### src/occ_params.svh
`ifndef OCC_PARAMS_SVH
`define OCC_PARAMS_SVH

// Register byte addresses on the Wishbone bus
`define OCC_ADDR_OSC_CTRL   8'h00
`define OCC_ADDR_CLK_DIV    8'h04
`define OCC_ADDR_PLL_FBD    8'h08
`define OCC_ADDR_RC_TUNING  8'h0C
`define OCC_ADDR_UNLOCK     8'h10

// Oscillator control register field positions
`define OCC_OSC_CUR_LSB     12
`define OCC_OSC_NEW_LSB     8
`define OCC_OSC_CLKLOCK_BIT 7
`define OCC_OSC_IOLOCK_BIT  6
`define OCC_OSC_PLLLOCK_BIT 5
`define OCC_OSC_FAIL_BIT    3
`define OCC_OSC_SECEN_BIT   1
`define OCC_OSC_SWREQ_BIT   0

// Clock divisor register field positions
`define OCC_DIV_RECOVER_BIT 15
`define OCC_DIV_DOZE_LSB    12
`define OCC_DIV_DOZEEN_BIT  11
`define OCC_DIV_RCPOST_LSB  8
`define OCC_DIV_PLL_POSTSCALER_LSB 6
`define OCC_DIV_PLL_PRESCALER_LSB  0

// Reset values
`define OCC_DOZE_RST        3'h3
`define OCC_RCPOST_RST      3'h0
`define OCC_PLL_POSTSCALER_RST     2'h1
`define OCC_PLL_PRESCALER_RST      5'h00
`define OCC_PLL_MULTIPLIER_RST      9'h030
`define OCC_TRIM_RST        6'h00

// Unlock key, arbitrary value
`define OCC_UNLOCK_KEY      16'h5A3C

// Cycles of the new clock counted before the switch takes place
`define OCC_SETTLE_CYCLES   4'hA

`endif

### src/occ_pkg.sv
package occ_pkg;

  // Oscillator source encoding shared by current and new source fields
  typedef enum logic [2:0] {
    SRC_FAST_RC      = 3'h0,
    SRC_FAST_RC_PLL  = 3'h1,
    SRC_PRIMARY      = 3'h2,
    SRC_PRIMARY_PLL  = 3'h3,
    SRC_SECONDARY    = 3'h4,
    SRC_LOW_POWER_RC = 3'h5,
    SRC_FAST_RC_DIV16 = 3'h6,
    SRC_FAST_RC_POST = 3'h7
  } occ_src_e;

  // Switch sequencer, Gray coded along the usual path
  typedef enum logic [1:0] {
    SW_IDLE  = 2'h0,
    SW_WAIT  = 2'h1,
    SW_COUNT = 2'h3,
    SW_DONE  = 2'h2
  } occ_sw_e;

  // Wishbone request from the master
  typedef struct packed {
    logic        cyc;
    logic        stb;
    logic        we;
    logic [7:0]  adr;
    logic [3:0]  sel;
    logic [31:0] dat;
  } occ_wb_req_s;

  // Oscillator run requests
  typedef struct packed {
    logic primary;
    logic secondary;
    logic lowPowerRc;
    logic fastRc;
    logic pll;
  } occ_osc_en_s;

  // Decoded clock tree settings
  typedef struct packed {
    logic [2:0] sysSource;
    logic [2:0] cpuDivShift;
    logic [3:0] rcDivShift;
    logic [5:0] pllPreDiv;
    logic [3:0] pllPostDiv;
    logic [9:0] pllMult;
    logic [5:0] rcTrim;
  } occ_clk_cfg_s;

  // Complete block state
  typedef struct packed {
    occ_sw_e      swState;
    occ_src_e     currentSource;
    occ_src_e     newSourceSel;
    occ_src_e     targetSource;
    logic         switchRequest;
    logic         secondaryOscEnable;
    logic         clkLock;
    logic         ioLock;
    logic         pllLockFlag;
    logic         clockFailFlag;
    logic         recoverOnIrq;
    logic [2:0]   dozeRatio;
    logic         dozeEnable;
    logic [2:0]   rcPostscaler;
    logic [1:0]   pllPostscaler;
    logic [4:0]   pllPrescaler;
    logic [8:0]   pllMultiplier;
    logic [5:0]   rcTrim;
    logic         unlockHi;
    logic         unlockLo;
    logic [3:0]   settleCnt;
    logic         switchAllowed;
    logic         monitorAllowed;
    logic         wbAck;
    logic [31:0]  wbDat;
    logic         failTrap;
    occ_osc_en_s  oscEn;
    occ_clk_cfg_s clkCfg;
  } occ_state_s;

endpackage
### src/occ_clock_switch.sv
`timescale 1ns/1ps
`include "occ_params.svh"

// Summary of operation
// - Secondary oscillator runs while enabled, or while it is the active clock.
// - Switch request bit starts a switch to the new source; zero means done.
// - With recover enabled, any interrupt clears doze enable, ratio back to 1:1.
// - Three-bit reduction field divides CPU clock by 1 up to 128 in powers of two.
// - Doze enable applies the reduction ratio; otherwise the ratio is one.
// - RC postscaler divides by 1,2,4..64, and code seven divides by 256.
// - PLL postscaler divides by 2, 4 or 8; code two is reserved.
// - PLL prescaler divides the reference by field value plus two.
// - PLL feedback multiplier is field value plus two, reset value gives 50.
// - RC trim is a signed six-bit step of 0.375 percent per code.
// - Switching and fail-safe monitor work only when the switch fuse is zero.
// - Switching disabled: new source ignored, current source shows the fuse choice.
// - Switching disabled: switch request bit held at zero, writes cannot set it.
// - Equal current and new sources: request cleared, switch abandoned.
// - Valid switch first clears PLL lock status and clock fail flag.
// - Start new oscillator; wait start-up timer for crystal, lock for PLL.
// - Count ten cycles of the new clock before moving the system clock.
// - On completion clear request bit and copy new source into current source.
// - Stop old source except low-power RC for watchdog/monitor or enabled secondary.
// - Monitor enabled keeps low-power RC running except in sleep.
// - On failure raise trap and fall back to internal RC, through PLL if used.
// - Clock fail flag reads one after a detected failure; software clears it.
// - Current and new source fields share one three-bit source encoding.
// - Lock status reads one when the PLL is requested and locked, zero otherwise.
module occ_clock_switch (
  // Clock and reset
  input  wire logic                  clk,
  input  wire logic                  nrst,
  // Wishbone slave
  input  wire occ_pkg::occ_wb_req_s  wbReq,
  output logic                       wbAck,
  output logic [31:0]                wbDatOut,
  // Configuration fuses; all but primarySubmodeFuse sampled while reset is held
  input  wire logic                  switchEnableFuse,
  input  wire logic                  monitorDisableFuse,
  input  wire logic [2:0]            initialSourceFuse,
  input  wire logic [1:0]            primarySubmodeFuse,
  // Surrounding device status
  input  wire logic                  wdtEnable,
  input  wire logic                  sleepMode,
  input  wire logic                  irqEvent,
  input  wire logic                  oscStartupDone,
  input  wire logic                  pllLocked,
  input  wire logic                  newClkTick,
  input  wire logic                  clockFailDetect,
  // Clock tree controls
  output occ_pkg::occ_osc_en_s       oscEn,
  output occ_pkg::occ_clk_cfg_s      clkCfg,
  output logic                       ioLock,
  output logic                       failTrap
);

  occ_pkg::occ_state_s s;
  occ_pkg::occ_state_s next_s;

  // PLL sources need a lock before switching over
  function automatic logic usesPll(input logic [2:0] src);
    usesPll = (src == occ_pkg::SRC_FAST_RC_PLL) || (src == occ_pkg::SRC_PRIMARY_PLL);
  endfunction

  // Crystal start-up only matters for the primary oscillator
  function automatic logic isPrimary(input logic [2:0] src);
    isPrimary = (src == occ_pkg::SRC_PRIMARY) || (src == occ_pkg::SRC_PRIMARY_PLL);
  endfunction

  // Every mode except the two primary modes, secondary and low-power RC derives from the fast RC
  function automatic logic isFastRc(input logic [2:0] src);
    isFastRc = (src == occ_pkg::SRC_FAST_RC) || (src == occ_pkg::SRC_FAST_RC_PLL) ||
               (src == occ_pkg::SRC_FAST_RC_DIV16) || (src == occ_pkg::SRC_FAST_RC_POST);
  endfunction

  // Helper signals of the next-state process
  logic       busHit;
  logic       busWrite;
  logic       canSwitch;
  logic       newReady;
  logic [2:0] tgtSrc;
  logic [2:0] actSrc;

  // Next-state logic: bus first, then hardware events so that hardware sets win
  always_comb
  begin
    next_s = s;
    next_s.wbAck = 1'b0;
    next_s.failTrap = 1'b0;
    // A strobe still held after ack is not a second access
    busHit = wbReq.cyc && wbReq.stb && !s.wbAck;
    busWrite = busHit && wbReq.we;
    // Clock lock only bites when the monitor is off
    canSwitch = s.switchAllowed && !(s.clkLock && !s.monitorAllowed);
    // Defaults keep the helpers free of latches
    newReady = 1'b0;
    tgtSrc = 3'h0;
    actSrc = 3'h0;

    // Single-cycle answer; unmapped addresses read zero and ignore writes
    if (busHit)
    begin
      next_s.wbAck = 1'b1;
      next_s.wbDat = 32'h0000_0000;
      if (wbReq.adr == `OCC_ADDR_OSC_CTRL)
      begin
        // Unused bit positions stay zero
        next_s.wbDat[`OCC_OSC_CUR_LSB +: 3] = s.currentSource;
        next_s.wbDat[`OCC_OSC_NEW_LSB +: 3] = s.newSourceSel;
        next_s.wbDat[`OCC_OSC_CLKLOCK_BIT] = s.clkLock;
        next_s.wbDat[`OCC_OSC_IOLOCK_BIT] = s.ioLock;
        next_s.wbDat[`OCC_OSC_PLLLOCK_BIT] = s.pllLockFlag;
        next_s.wbDat[`OCC_OSC_FAIL_BIT] = s.clockFailFlag;
        next_s.wbDat[`OCC_OSC_SECEN_BIT] = s.secondaryOscEnable;
        next_s.wbDat[`OCC_OSC_SWREQ_BIT] = s.switchRequest;
      end
      else if (wbReq.adr == `OCC_ADDR_CLK_DIV)
      begin
        // Fields in stored, undecoded form
        next_s.wbDat[`OCC_DIV_RECOVER_BIT] = s.recoverOnIrq;
        next_s.wbDat[`OCC_DIV_DOZE_LSB +: 3] = s.dozeRatio;
        next_s.wbDat[`OCC_DIV_DOZEEN_BIT] = s.dozeEnable;
        next_s.wbDat[`OCC_DIV_RCPOST_LSB +: 3] = s.rcPostscaler;
        next_s.wbDat[`OCC_DIV_PLL_POSTSCALER_LSB +: 2] = s.pllPostscaler;
        next_s.wbDat[`OCC_DIV_PLL_PRESCALER_LSB +: 5] = s.pllPrescaler;
      end
      else if (wbReq.adr == `OCC_ADDR_PLL_FBD)
      begin
        // Raw field; the plus-two offset lives in the decode
        next_s.wbDat[8:0] = s.pllMultiplier;
      end
      else if (wbReq.adr == `OCC_ADDR_RC_TUNING)
      begin
        // Trim code as written, sign bit included
        next_s.wbDat[5:0] = s.rcTrim;
      end
      else if (wbReq.adr == `OCC_ADDR_UNLOCK)
      begin
        // Lets software see whether its key landed
        next_s.wbDat[1:0] = {s.unlockHi, s.unlockLo};
      end
    end

    // Register writes
    if (busWrite)
    begin
      if (wbReq.adr == `OCC_ADDR_OSC_CTRL)
      begin
        // Each byte needs its own armed gate, consumed by the write
        if (wbReq.sel[1] && s.unlockHi)
        begin
          next_s.unlockHi = 1'b0;
          if (s.switchAllowed)
          begin
            next_s.newSourceSel = occ_pkg::occ_src_e'(wbReq.dat[`OCC_OSC_NEW_LSB +: 3]);
          end
        end
        if (wbReq.sel[0] && s.unlockLo)
        begin
          // Low byte: locks, secondary enable, fail clear, request
          next_s.unlockLo = 1'b0;
          next_s.clkLock = wbReq.dat[`OCC_OSC_CLKLOCK_BIT];
          next_s.ioLock = wbReq.dat[`OCC_OSC_IOLOCK_BIT];
          next_s.secondaryOscEnable = wbReq.dat[`OCC_OSC_SECEN_BIT];
          if (!wbReq.dat[`OCC_OSC_FAIL_BIT])
          begin
            next_s.clockFailFlag = 1'b0;
          end
          // Writing zero never aborts a switch in flight
          if (wbReq.dat[`OCC_OSC_SWREQ_BIT] && canSwitch && (s.swState == occ_pkg::SW_IDLE))
          begin
            next_s.switchRequest = 1'b1;
          end
        end
      end
      else if (wbReq.adr == `OCC_ADDR_CLK_DIV)
      begin
        if (wbReq.sel[1])
        begin
          // Upper byte: recovery, doze and RC postscaler
          next_s.recoverOnIrq = wbReq.dat[`OCC_DIV_RECOVER_BIT];
          next_s.dozeRatio = wbReq.dat[`OCC_DIV_DOZE_LSB +: 3];
          next_s.dozeEnable = wbReq.dat[`OCC_DIV_DOZEEN_BIT];
          next_s.rcPostscaler = wbReq.dat[`OCC_DIV_RCPOST_LSB +: 3];
        end
        if (wbReq.sel[0])
        begin
          // Reserved post code is stored as written
          next_s.pllPostscaler = wbReq.dat[`OCC_DIV_PLL_POSTSCALER_LSB +: 2];
          next_s.pllPrescaler = wbReq.dat[`OCC_DIV_PLL_PRESCALER_LSB +: 5];
        end
      end
      else if (wbReq.adr == `OCC_ADDR_PLL_FBD)
      begin
        if (wbReq.sel[1])
        begin
          // Only bit 8 lives in the upper byte
          next_s.pllMultiplier[8] = wbReq.dat[8];
        end
        if (wbReq.sel[0])
        begin
          next_s.pllMultiplier[7:0] = wbReq.dat[7:0];
        end
      end
      else if (wbReq.adr == `OCC_ADDR_RC_TUNING)
      begin
        if (wbReq.sel[0])
        begin
          // Upper byte holds nothing, so sel[1] is ignored
          next_s.rcTrim = wbReq.dat[5:0];
        end
      end
      else if (wbReq.adr == `OCC_ADDR_UNLOCK)
      begin
        // A wrong key disarms both gates
        next_s.unlockHi = (wbReq.dat[15:0] == `OCC_UNLOCK_KEY) && (wbReq.sel[1:0] == 2'h3);
        next_s.unlockLo = next_s.unlockHi;
      end
    end

    // Interrupt recovery beats a same-cycle software write of doze enable
    if (s.recoverOnIrq && irqEvent)
    begin
      next_s.dozeEnable = 1'b0;
    end

    // Lock status follows the PLL only while the PLL is requested
    next_s.pllLockFlag = pllLocked && s.oscEn.pll;

    // Switch sequencer
    case (s.swState)
      // Idle: a raised request is dropped or starts a wait
      occ_pkg::SW_IDLE:
      begin
        if (s.switchRequest)
        begin
          if (s.newSourceSel == s.currentSource)
          begin
            next_s.switchRequest = 1'b0;
          end
          else
          begin
            next_s.targetSource = s.newSourceSel;
            next_s.pllLockFlag = 1'b0;
            next_s.clockFailFlag = 1'b0;
            next_s.settleCnt = 4'h0;
            next_s.swState = occ_pkg::SW_WAIT;
          end
        end
      end
      // Wait: hold until the new oscillator is ready
      occ_pkg::SW_WAIT:
      begin
        // External clock mode has no crystal start-up to wait for
        newReady = (!isPrimary(s.targetSource) || (primarySubmodeFuse == 2'h0) ||
                    oscStartupDone) && (!usesPll(s.targetSource) || s.pllLockFlag);
        if (newReady)
        begin
          next_s.swState = occ_pkg::SW_COUNT;
        end
      end
      // Count ticks of the new clock, not of clk
      occ_pkg::SW_COUNT:
      begin
        if (newClkTick)
        begin
          if (s.settleCnt == (`OCC_SETTLE_CYCLES - 4'h1))
          begin
            next_s.swState = occ_pkg::SW_DONE;
          end
          else
          begin
            next_s.settleCnt = s.settleCnt + 4'h1;
          end
        end
      end
      // Hand over in one edge so no partial state shows
      occ_pkg::SW_DONE:
      begin
        next_s.currentSource = s.targetSource;
        next_s.switchRequest = 1'b0;
        next_s.swState = occ_pkg::SW_IDLE;
      end
      // No unused codes exist, but stay safe
      default:
      begin
        next_s.swState = occ_pkg::SW_IDLE;
      end
    endcase

    // Fail-safe fallback overrides any switch in flight
    if (s.monitorAllowed && clockFailDetect && !sleepMode)
    begin
      next_s.clockFailFlag = 1'b1;
      next_s.failTrap = 1'b1;
      next_s.currentSource = usesPll(s.currentSource) ? occ_pkg::SRC_FAST_RC_PLL
                                                      : occ_pkg::SRC_FAST_RC;
      // Software must request a new switch itself
      next_s.switchRequest = 1'b0;
      next_s.swState = occ_pkg::SW_IDLE;
    end

    // Synchronous reset; three fuses are caught here, so they may change later harmlessly
    if (!nrst)
    begin
      next_s = '0;
      // Fuse copies; of the fuse pins only primarySubmodeFuse is read after this
      next_s.switchAllowed = !switchEnableFuse;
      next_s.monitorAllowed = !switchEnableFuse && !monitorDisableFuse;
      next_s.currentSource = occ_pkg::occ_src_e'(initialSourceFuse);
      next_s.newSourceSel = occ_pkg::occ_src_e'(initialSourceFuse);
      next_s.targetSource = occ_pkg::occ_src_e'(initialSourceFuse);
      // Register fields back to power-on values
      next_s.dozeRatio = `OCC_DOZE_RST;
      next_s.rcPostscaler = `OCC_RCPOST_RST;
      next_s.pllPostscaler = `OCC_PLL_POSTSCALER_RST;
      next_s.pllPrescaler = `OCC_PLL_PRESCALER_RST;
      next_s.pllMultiplier = `OCC_PLL_MULTIPLIER_RST;
      next_s.rcTrim = `OCC_TRIM_RST;
      next_s.swState = occ_pkg::SW_IDLE;
    end

    // Oscillator requests: old source drops once current and target move on
    actSrc = next_s.currentSource;
    tgtSrc = (next_s.swState != occ_pkg::SW_IDLE) ? next_s.targetSource : actSrc;
    // Old and new source both run while a switch is in flight
    next_s.oscEn.primary = isPrimary(actSrc) || isPrimary(tgtSrc);
    next_s.oscEn.fastRc = isFastRc(actSrc) || isFastRc(tgtSrc);
    next_s.oscEn.pll = usesPll(actSrc) || usesPll(tgtSrc);
    // Secondary and low-power RC have reasons of their own to run
    next_s.oscEn.secondary = next_s.secondaryOscEnable ||
                             (actSrc == occ_pkg::SRC_SECONDARY) ||
                             (tgtSrc == occ_pkg::SRC_SECONDARY);
    next_s.oscEn.lowPowerRc = (actSrc == occ_pkg::SRC_LOW_POWER_RC) ||
                              (tgtSrc == occ_pkg::SRC_LOW_POWER_RC) || wdtEnable ||
                              (next_s.monitorAllowed && !sleepMode);

    // Decoded divider settings
    next_s.clkCfg.sysSource = actSrc;
    next_s.clkCfg.cpuDivShift = next_s.dozeEnable ? next_s.dozeRatio : 3'h0;
    next_s.clkCfg.rcDivShift = (next_s.rcPostscaler == 3'h7) ? 4'h8
                                                             : {1'b0, next_s.rcPostscaler};
    // Offsets added here so the tree needs no adder
    next_s.clkCfg.pllPreDiv = {1'b0, next_s.pllPrescaler} + 6'h02;
    next_s.clkCfg.pllMult = {1'b0, next_s.pllMultiplier} + 10'h002;
    // Trim passes through; the analog side applies the step
    next_s.clkCfg.rcTrim = next_s.rcTrim;
    // Reserved code gives zero so the tree can refuse it
    case (next_s.pllPostscaler)
      2'h0:    next_s.clkCfg.pllPostDiv = 4'h2;
      2'h1:    next_s.clkCfg.pllPostDiv = 4'h4;
      2'h3:    next_s.clkCfg.pllPostDiv = 4'h8;
      default: next_s.clkCfg.pllPostDiv = 4'h0;
    endcase
  end

  // State register
  always_ff @(posedge clk)
  begin
    s <= next_s;
  end

  // Outputs straight from state flops
  assign wbAck = s.wbAck;
  assign wbDatOut = s.wbDat;
  assign oscEn = s.oscEn;
  assign clkCfg = s.clkCfg;
  assign ioLock = s.ioLock;
  assign failTrap = s.failTrap;

endmodule

### config.mk
export PLATFORM = sky130hd
export DESIGN_NAME = occ_clock_switch
export DESIGN_NICKNAME = d
export VERILOG_FILES = /design/src/occ_pkg.sv /design/src/occ_clock_switch.sv
export VERILOG_INCLUDE_DIRS = /design/src /design/src/src
export SDC_FILE = /design/constraint.sdc
export NUM_CORES = 1
export LEC_CHECK = 0
export ABC_AREA = 1
export BUFFER_PORTS_ARGS = -buffer_cell sky130_fd_sc_hd__buf_4
export CAP_MARGIN = 20
export CORE_ASPECT_RATIO = 0.9
export CORE_MARGIN = 2
export CORE_UTILIZATION = 35
export CTS_BUF_LIST = sky130_fd_sc_hd__clkbuf_8
export DETAILED_ROUTE_END_ITERATION = 6
export PLACE_DENSITY = 0.59
export RECOVER_POWER = 25
export SLEW_MARGIN = 10
export SYNTH_ARGS = -nofsm -noshare
export SYNTH_HDL_FRONTEND = slang
export SYNTH_SLANG_ARGS = --single-unit
### constraint.sdc
create_clock -name clk -period 2.2 [get_ports clk]
set_input_delay 0.11 -clock clk [delete_from_list [all_inputs] [get_ports clk]]
set_output_delay 0.11 -clock clk [all_outputs]
set_load 0.01 [all_outputs]
# --- Word-level counts from Yosys, hierarchy flattened ---
# Index checks and enable logic that the tools add are counted.
totals:
  reg_bits: 105
  out_inout_bits: 76
  inputBits: 63
  word_cells: 232
classes:
  muxes: 76
  add_sub_neg: 3
  reduce_logical: 66
  bitwise_logic: 4
  n_eq_ne: 46
ops:
  columns: ["op", "n"]
  rows:
  - ["two-way mux 130 bit", 1]
  - ["two-way mux 33 bit", 2]
  - ["two-way mux 4 bit", 10]
  - ["two-way mux 3 bit", 11]
  - ["two-way mux 30 bit", 1]
  - ["two-way mux 2 bit", 14]
  - ["equality test 3 bit (second input constant)", 9]
  - ["logical OR 1 bit", 24]
  - ["two-way mux 6 bit", 4]
  - ["two-way mux 8 bit", 3]
  - ["equality test 3 x 2 -> 1 bit (second input constant)", 7]
  - ["two-way mux 1 bit", 19]
  - ["!= test 2 x 1 -> 1 bit (second input constant)", 9]
  - ["AND reduction 6 bit", 3]
  - ["logical AND 1 bit", 17]
  - ["two-way mux 17 bit", 1]
  - ["equality test 16 x 15 -> 1 bit (second input constant)", 1]
  - ["equality test 8 x 4 -> 1 bit (second input constant)", 2]
  - ["two-way mux 15 bit", 1]
  - ["two-way mux 7 bit", 2]
  - ["equality test 3 x 1 -> 1 bit (second input constant)", 4]
  - ["case mux 4 bit (3 select lines)", 1]
  - ["adder 9 x 2 -> 10 bit (second input constant)", 1]
  - ["two-way mux 5 bit", 2]
  - ["other kinds (23)", 46]

# --- Logic depth before layout (Yosys ltp) ---
# Gate-level depths: netlist (run 1).
depth:
  word_depth: 22
  mapped_depth: 15

# --- Least setup slack after synthesis (run 1) ---
# OpenSTA, ideal clock, no wires.
synth_path:
  path_type: "flip-flop to flip-flop"
  from: "register s, in the netlist wbAck"
  to: "register s, in the netlist clkCfg[13]"
  slack_ns: 0.417
  path_stages_with_launch: 14
  synth_period_minus_slack_ns: 1.783
  n_path_buf: 0
  required_ns: 2.087
  arrival_ns: 1.670
  cell_sequence: "dfxtp_1 > nor2_4 > nand2_4 > nor2_8 > nand2_4 > inv_2 > nor2_1 > nor2_2 > ha_1 > inv_1 > nor2_2 > nand3_1 > nand2_1 > nand2_1"
synth_lines:
  columns: ["element", "line_no", "rtl"]
  rows:
  - ["start, declared", "occ_clock_switch.sv:57", "occ_pkg::occ_state_s s;"]
  - ["start signal, assigned", "occ_clock_switch.sv:360", "s <= next_s;"]

==> results.md, run 1 <==
- Setup violations, final: 0
- Share of flip-flops with an asynchronous set or reset: 0%
- Die H: 120.1 microns
- Wire length per cell: 13.98 microns
- Hold Vio Cnt, Final: 0
- Critical Path AT: 2.27 ns
- Post-route ant nets: 0
- Worst Tran Pin Value: 1.203 ns
- DRT iter0 DRCs: 285
- Mapped Cells: ~700
- Vias per cell: approximately 4.6
- Buffers added on ports: 103
- Pre-CTS setup slack: about 0.22 ns
- Int Power: 2.592 mW
- Synth Warn #: 0
- H-Tree Level Count: 3
- Slew margin rel.: between 10% and 20%
- Required time of the critical path: 2.49 ns
- Kind of end point of the critical path: register
- Row Count: 42
- Startpoint type of the worst setup path: register
- Syn Area/Cell: 7.661 sq um
- Crit path max-delay family: simple AND/OR/NAND/NOR gates
- Post-synthesis register bit count: ~100
- Critical path's slowest cell: dfxtp_1
- Core area: around 15,000 sq um
- CP Class: register to register
- Clk sinks: approximately 100
- Synth area leaders: dfxtp_1, buf_4, nand2_1
- Routed vias: 4,339
- Maximum VDD drop: 0.0003128 V
- Initial core utilization: ~36%
- Synthesized area: about 5200 sq um
- FMAX: 503.5 MHz
- DIE AREA: between 15,000 and 20,000 sq um
- Synth Flop Type: dfxtp_1
- Total power draw: 3.550 mW
- DRC Markers: 0
- Max-Cap Viols: 0
- Worst skew pair latency: 0.38 ns
- Switching Power: 0.9580 mW
- Setup Skew: 0.006988 ns
- Vias in the first global route: between 4,000 and 5,000
- P&R area growth vs syn: 12.73%
- Post-layout net count: 811
- LEAKAGE: 2.787 nW
- CTS resizes: 0
- Sw Share: 26.99%
- Worst min path class: input port to register
- Setup TNS: 0 ns
- Flop pwr share: 54.5%
- Drt total wl: 13.23 mm
- Top cell type by total area after synthesis: dfxtp_1
- DP Wirelength: 10.21 mm
- Root Driver: clkbuf_8
- Number of flops mapped to enable cells by yosys: 4
- First-pass GRT wire length: roughly 21 mm
- Share of post-route cells with drive strength above 1: 19.65%
- Seq/Total Area, Yosys: about 40%
- Clock Power Share: between 30% and 40%
- CTS Buf Count: 9
- CP max stage delay: 0.35 ns
- Fin crit share: 90.27%
- Fill count: 1,585
- Worst Path Buf+Inv: 2
- Worst-path cell chain: nor2_4 -> nand2_4 -> nor2_8 -> nand2_4 -> inv_2 -> nor2_1 -> nor2_2 -> ha_1 -> inv_1 -> nor2_2 -> nand3_1 -> nand2_1 -> nand2_1
- Initial antenna violation count: 0
- Largest net degree at the start of global routing: 25
- Comb pwr share: 11.2%
- Unique masters post-synth: 47
- RSZ-0062 raised after global routing: false
- Chip width: 133.0 microns
- CTS tree: done
- Placer's final routability congestion estimate: 0.8585
- Tot GR Track Use: 17.05%
- Setup ws final: 0.2140 ns
- Grt total ovfl: 0
- Slew Limit Fails: 0
- Drt pass-1 iters: 5
- Clock transition at path regs: ~0.1 ns
- Status: finished clean
- I/O Pins: 139
- N_diodes: 0
- Crit path max fanout: 7
- Longest Clk Path Bufs: 2
- Top-area cell type share of the netlist area: 37.44%
- Minimum clock period: 1.986 ns
- Pwr Density: 600.9 nW/um^2
-- path summary, 6_finish.rpt --
path                             startpoint          end  slack, ns  depth (start not counted)
worst max-delay path                  wbAck   clkCfg[13]       0.21                         13
worst min register to register  wbDatOut[4]  wbDatOut[4]       0.47                          2
worst min-delay path              wbReq[15]       s[112]       0.01                          3
worst max register to register        wbAck   clkCfg[13]       0.21                         13
-- what timing repair did --
item,4_1_cts,5_1_grt
hold endpoints to repair,8,1
endpoints found under the setup margin,0,0
hold buffers,7,1
setup buffers,0,0
-- cells in the final DEF (no fill, tap or decap), types with 4 or more instances in the layout --
| cell type | n |
|---|---|
| nor2_4 | 6 |
| o21ai_0 | 26 |
| dfxtp_1 | 98 |
| nor2_2 | 7 |
| nand4_1 | 6 |
| nand2_1 | 129 |
| a21oi_1 | 38 |
| nor2_1 | 52 |
| buf_4 | 73 |
| conb_1 | 17 |
| edfxtp_1 | 4 |
| o221ai_1 | 4 |
| o211ai_1 | 10 |
| o21ai_2 | 4 |
| o2111ai_1 | 6 |
| ha_1 | 5 |
| nor3_1 | 10 |
| clkbuf_1 | 37 |
| nand3_1 | 48 |
| nand3b_1 | 5 |
| inv_2 | 12 |
| dlygate4sd3_1 | 8 |
| o21ai_1 | 4 |
| clkbuf_8 | 9 |
| inv_1 | 83 |
-- per-layer routing --
layer	up-vias	wire (microns)	GRT usage, %
li1	2225	-	-
met1	1954	6586	24.50
met2	142	5486	24.13
met3	18	883	5.154
met4	0	269	5.712
met5	-	0	0
-- logic make-up (layout without fill, tap and decap cells) --
family          Yosys count  in the layout  synth area share (%)
compound gates          100            100                 11.96
xor+xnor                  5              5                0.8359
fa+ha+maj                 5              5                 1.194
buf+inv                 186            234                 19.01
flops                   102            102                 39.73
other cells               1             17               0.07156
simple gates            285            285                 27.20
-- cell usage after synthesis (2+ instances only) --
| library cell | number |
|---|---|
| nand2_1 | 129 |
| dfxtp_1 | 98 |
| inv_1 | 82 |
| buf_4 | 74 |
| nor2_1 | 52 |
| nand3_1 | 48 |
| a21oi_1 | 38 |
| o21ai_0 | 26 |
| inv_2 | 13 |
| nor3_1 | 10 |
| o211ai_1 | 10 |
| buf_2 | 7 |
| nor2_2 | 7 |
| nand4_1 | 6 |
| nor2_4 | 6 |
| o2111ai_1 | 6 |
| ha_1 | 5 |
| nand3b_1 | 5 |
| clkbuf_1 | 4 |
| edfxtp_1 | 4 |
| o21ai_1 | 4 |
| o21ai_2 | 4 |
| o221ai_1 | 4 |
| nand3_2 | 3 |
| nor2_8 | 3 |
| o211ai_2 | 3 |
| xor2_1 | 3 |
| a211oi_2 | 2 |
| and2_1 | 2 |
| buf_1 | 2 |
| inv_4 | 2 |
| nand2_2 | 2 |
| nand2_4 | 2 |
| nand3_4 | 2 |
| nor3_4 | 2 |
| or2_2 | 2 |
| xnor2_1 | 2 |
-- area by class of cell --
type / count / area, sq um / share of cell area [%]
clock buffer: 9 / 123.9 / 2.097
timing repair buffer: 119 / 774.5 / 13.11
multi-input combinational: 412 / 2222 / 37.62
sequential: 102 / 2082 / 35.25
inverter: 99 / 382.9 / 6.482
tap: 198 / 247.7 / 4.194
clock inverter: 7 / 73.82 / 1.250
-- metrics by stage --
| step | cell area, sq um | utilization, % | instances | hold slack, ns |
|---|---|---|---|---|
| after floorplan | 5300 | - | 700 | 0.2163 |
| after global placement | 5768 | 39.34 | 922 | 0.3117 |
| after detailed placement | 5768 | 39.34 | 922 | 0.3155 |
| after CTS | 6036 | 41.17 | 945 | 0.001000 |
| after global routing | 5907 | 40.29 | 946 | 0.007813 |
| final | 5907 | 40.29 | 946 | 0.01183 |
-- worst register-to-register path: cells and delay by family, from the launching register on --
family,cells,cell delay [ns]
buffers and inverters,2,0.16
AND/OR/NAND/NOR,10,1.20
adder cells (fa/ha/maj),1,0.19
flip-flops,1,0.35
-- registers in the layout (all words and copies together) (netlist names) --
name and flops:
oscEn 5, ioLock 1, wbAck 1, failTrap 1
wbDatOut 16, s 43, clkCfg 35
-- power by group through the flow --
stage               logic (mW)  clock network, mW  registers, mW
floorplan                0.274                  0           1.97
global placement         0.396                  0           1.98
detailed placement       0.395                  0           1.98
CTS                      0.406               1.26           1.94
global route             0.442               1.34           1.94
finish                   0.397               1.22           1.94
Note: power is estimated with default switching activity, not from simulation.
==> run 2, diff against run 1 <==
--- a/config.mk
+++ b/config.mk
@@ -10,12 +10,11 @@
 export BUFFER_PORTS_ARGS = -buffer_cell sky130_fd_sc_hd__buf_4
 export CAP_MARGIN = 20
 export CORE_ASPECT_RATIO = 0.9
-export CORE_MARGIN = 2
+export CORE_MARGIN = 3
 export CORE_UTILIZATION = 35
 export CTS_BUF_LIST = sky130_fd_sc_hd__clkbuf_8
 export DETAILED_ROUTE_END_ITERATION = 6
-export PLACE_DENSITY = 0.59
-export RECOVER_POWER = 25
+export PLACE_DENSITY_LB_ADDON = 0.3
 export SLEW_MARGIN = 10
 export SYNTH_ARGS = -nofsm -noshare
 export SYNTH_HDL_FRONTEND = slang
==> run 2 against run 1 <==
- critical path depth is the same
- clock skew increased by 0.0070 ns
- highest routed layer unchanged
- worst hold slack gained 0.0039 ns
- largest power group unchanged
==> results.md, run 2 (same netlist as run 1, synthesis figures left out) <==
- Status: finished clean
- Max-Cap Viols: 0 (unchanged)
- Hold Vio Cnt, Final: 0 (unchanged)
- Initial antenna violation count: 0 (unchanged)
- Most frequent cells in the layout: nand2_1, buf_4, dfxtp_1
- Drt pass-1 iters: 5 (unchanged)
- Chip width: 135.0 microns (+1.5%)
- LEAKAGE: 2.965 nW (+6.4%)
- CP max stage delay: 0.35 ns (about the same)
- I/O Pins: 139 (unchanged)
- Minimum clock period: 1.959 ns (-0.02683 ns)
- Commonest non-fill, non-tap cell in the layout: nand2_1
- DRC Markers: 0 (unchanged)
- Total power draw: 3.793 mW (+6.9%)
- CTS Buf Count: 9 (unchanged)
- DIE AREA: 16,480 sq um (+3.2%)
- Maximum VDD drop: 0.0003011 V (-3.7%)
- H-Tree Level Count: 3 (unchanged)
- Critical path's slowest cell: dfxtp_1
- Non-filler cells, final: 943 (-0.32%)
- Share of post-route cells with drive strength above 1: 24.80% (+5.1 points)
- Slew Limit Fails: 0 (unchanged)
- Die H: 122.1 microns (+1.7%)
- Post-layout net count: 813 (+0.25%)
- Placed cell count: 917 (-0.54%)
- Setup ws final: 0.2408 ns (+0.02683 ns)
- FMAX: 510.4 MHz (+1.4%)
- Vias in the first global route: 3,995 (-1.4%)
- Pre-CTS setup slack: 0.2478 ns (+0.02902 ns)
- Hold_sp: switchEnableFuse
- First-pass GRT wire length: 20.86 mm (-1.5%)
- Max reg flops: 43 (unchanged)
- Clk sinks: 102 (unchanged)
- Post-CTS setup buffers: 0 (unchanged)
- Worst Path Buf+Inv: 2 (unchanged)
- Crit path max-delay family: simple AND/OR/NAND/NOR gates
- Reg-to-Reg Start: wbAck
- Buffers added on ports: 103 (unchanged)
- Largest net degree at the start of global routing: 28 (+12%)
- N_diodes: 0 (unchanged)
- DP Wirelength: 10.38 mm (+1.7%)
- Worst skew pair latency: 0.39 ns (about the same)
- RSZ-0062 raised after global routing: false
- Crit path from: wbAck
- Fill count: 1,474 (-7.0%)
- Fin crit share: 89.05% (-1.2 points)
- Critical Path AT: 2.26 ns (about the same)
- CTS tree: done
- Crit path max fanout: 7 (unchanged)
- Worst min path class: input port to register
- Kind of end point of the critical path: register
- Routed vias: 4,352 (+0.30%)
- DRT iter0 DRCs: 373 (+31%)
- Worst-path cell chain: nor2_4 -> nand2_4 -> nor2_8 -> nand2_4 -> inv_2 -> nor2_1 -> nor2_2 -> ha_1 -> inv_1 -> nor2_2 -> nand3_1 -> nand2_1 -> nand2_1
- Largest register by flop count: s
- Vias per cell: 4.615 (+0.62%)
- CP Class: register to register
- Wire length per cell: 14.17 microns (+1.4%)
- Pwr Density: 621.2 nW/um^2 (+3.4%)
- Grt total ovfl: 0 (unchanged)
- Root Driver: clkbuf_8
- Longest Clk Path Bufs: 2 (unchanged)
- CTS resizes: 0 (unchanged)
- Tot GR Track Use: 16.24% (-0.81 points)
- Core area: 14,310 sq um (-2.4%)
- Row Count: 41 (-2.4%)
- Post-route ant nets: 0 (unchanged)
- Placer's final routability congestion estimate: 0.8862 (+3.2%)
- Drt total wl: 13.37 mm (+1.1%)
- Startpoint type of the worst setup path: register
- Setup TNS: 0 ns (unchanged)
- Setup Skew: 0.01395 ns (+0.006967 ns)
- P&R area growth vs syn: 16.52%
- Required time of the critical path: 2.50 ns (about the same)
- Setup violations, final: 0 (unchanged)
- Initial core utilization: 36.61% (+0.87 points)
- Clock transition at path regs: 0.10 ns (about the same)
[run 2: changes by cell type in the layout (fill, tap and decap cells not counted), sizes merged]
cell,change
bufinv,+2
clkinv,-3
buf,+38
clkbuf,-38
dlygate4sd3,+2
clkinvlp,+1
[run 2: final timing paths]
path / depth (start not counted) / endpoint / slack [ns]
worst min-delay path: 2 / s[76] / 0.02
worst max-delay path: 13 / clkCfg[13] / 0.24
worst max register to register: 13 / clkCfg[13] / 0.24
worst min register to register: 2 / wbDatOut[0] / 0.47
[run 2: layout make-up]
cell class / instances / area [sq um] / share of cell area [%]
multi-input combinational: 412 / 2222 / 36.39
tap: 193 / 241.5 / 3.955
clock buffer: 9 / 123.9 / 2.029
clock inverter: 7 / 120.1 / 1.967
sequential: 102 / 2082 / 34.10
inverter: 99 / 382.9 / 6.270
timing repair buffer: 121 / 933.4 / 15.29
[run 2: report_power, final]
part           leakage, nW  switching [mW]  internal [mW]
Sequential           0.835          0.0301           1.91
Clock                0.120           0.687          0.759
Combinational         2.01           0.243          0.168
Total                 2.96           0.961           2.83
[run 2: layer usage]
metal | vias to the layer above | share of wire, % | wire length [microns] | global-route usage [%]
met5 | - | 0 | 0 | 0
met4 | 0 | 1.5 | 196 | 4.786
met3 | 17 | 7.3 | 973 | 4.500
met2 | 149 | 43 | 5693 | 23.69
met1 | 1953 | 49 | 6501 | 23.39
li1 | 2233 | - | - | -
[run 2: timing repair]
| action | in CTS | in global routing |
|---|---|---|
| hold buffers | 10 | 0 |
| setup endpoints to repair | 0 | 0 |
| endpoints found under the hold margin | 12 | 0 |
[run 2: metrics by stage]
stage               hold slack [ns]  cell area, sq um  utilization [%]
finish                      0.01571              6106            42.66
global route                0.01226              6106            42.66
CTS                        0.003569              6106            42.66
detailed placement           0.3163              5762            40.26
global placement             0.3137              5762            40.26
floorplan                    0.2163              5300                -
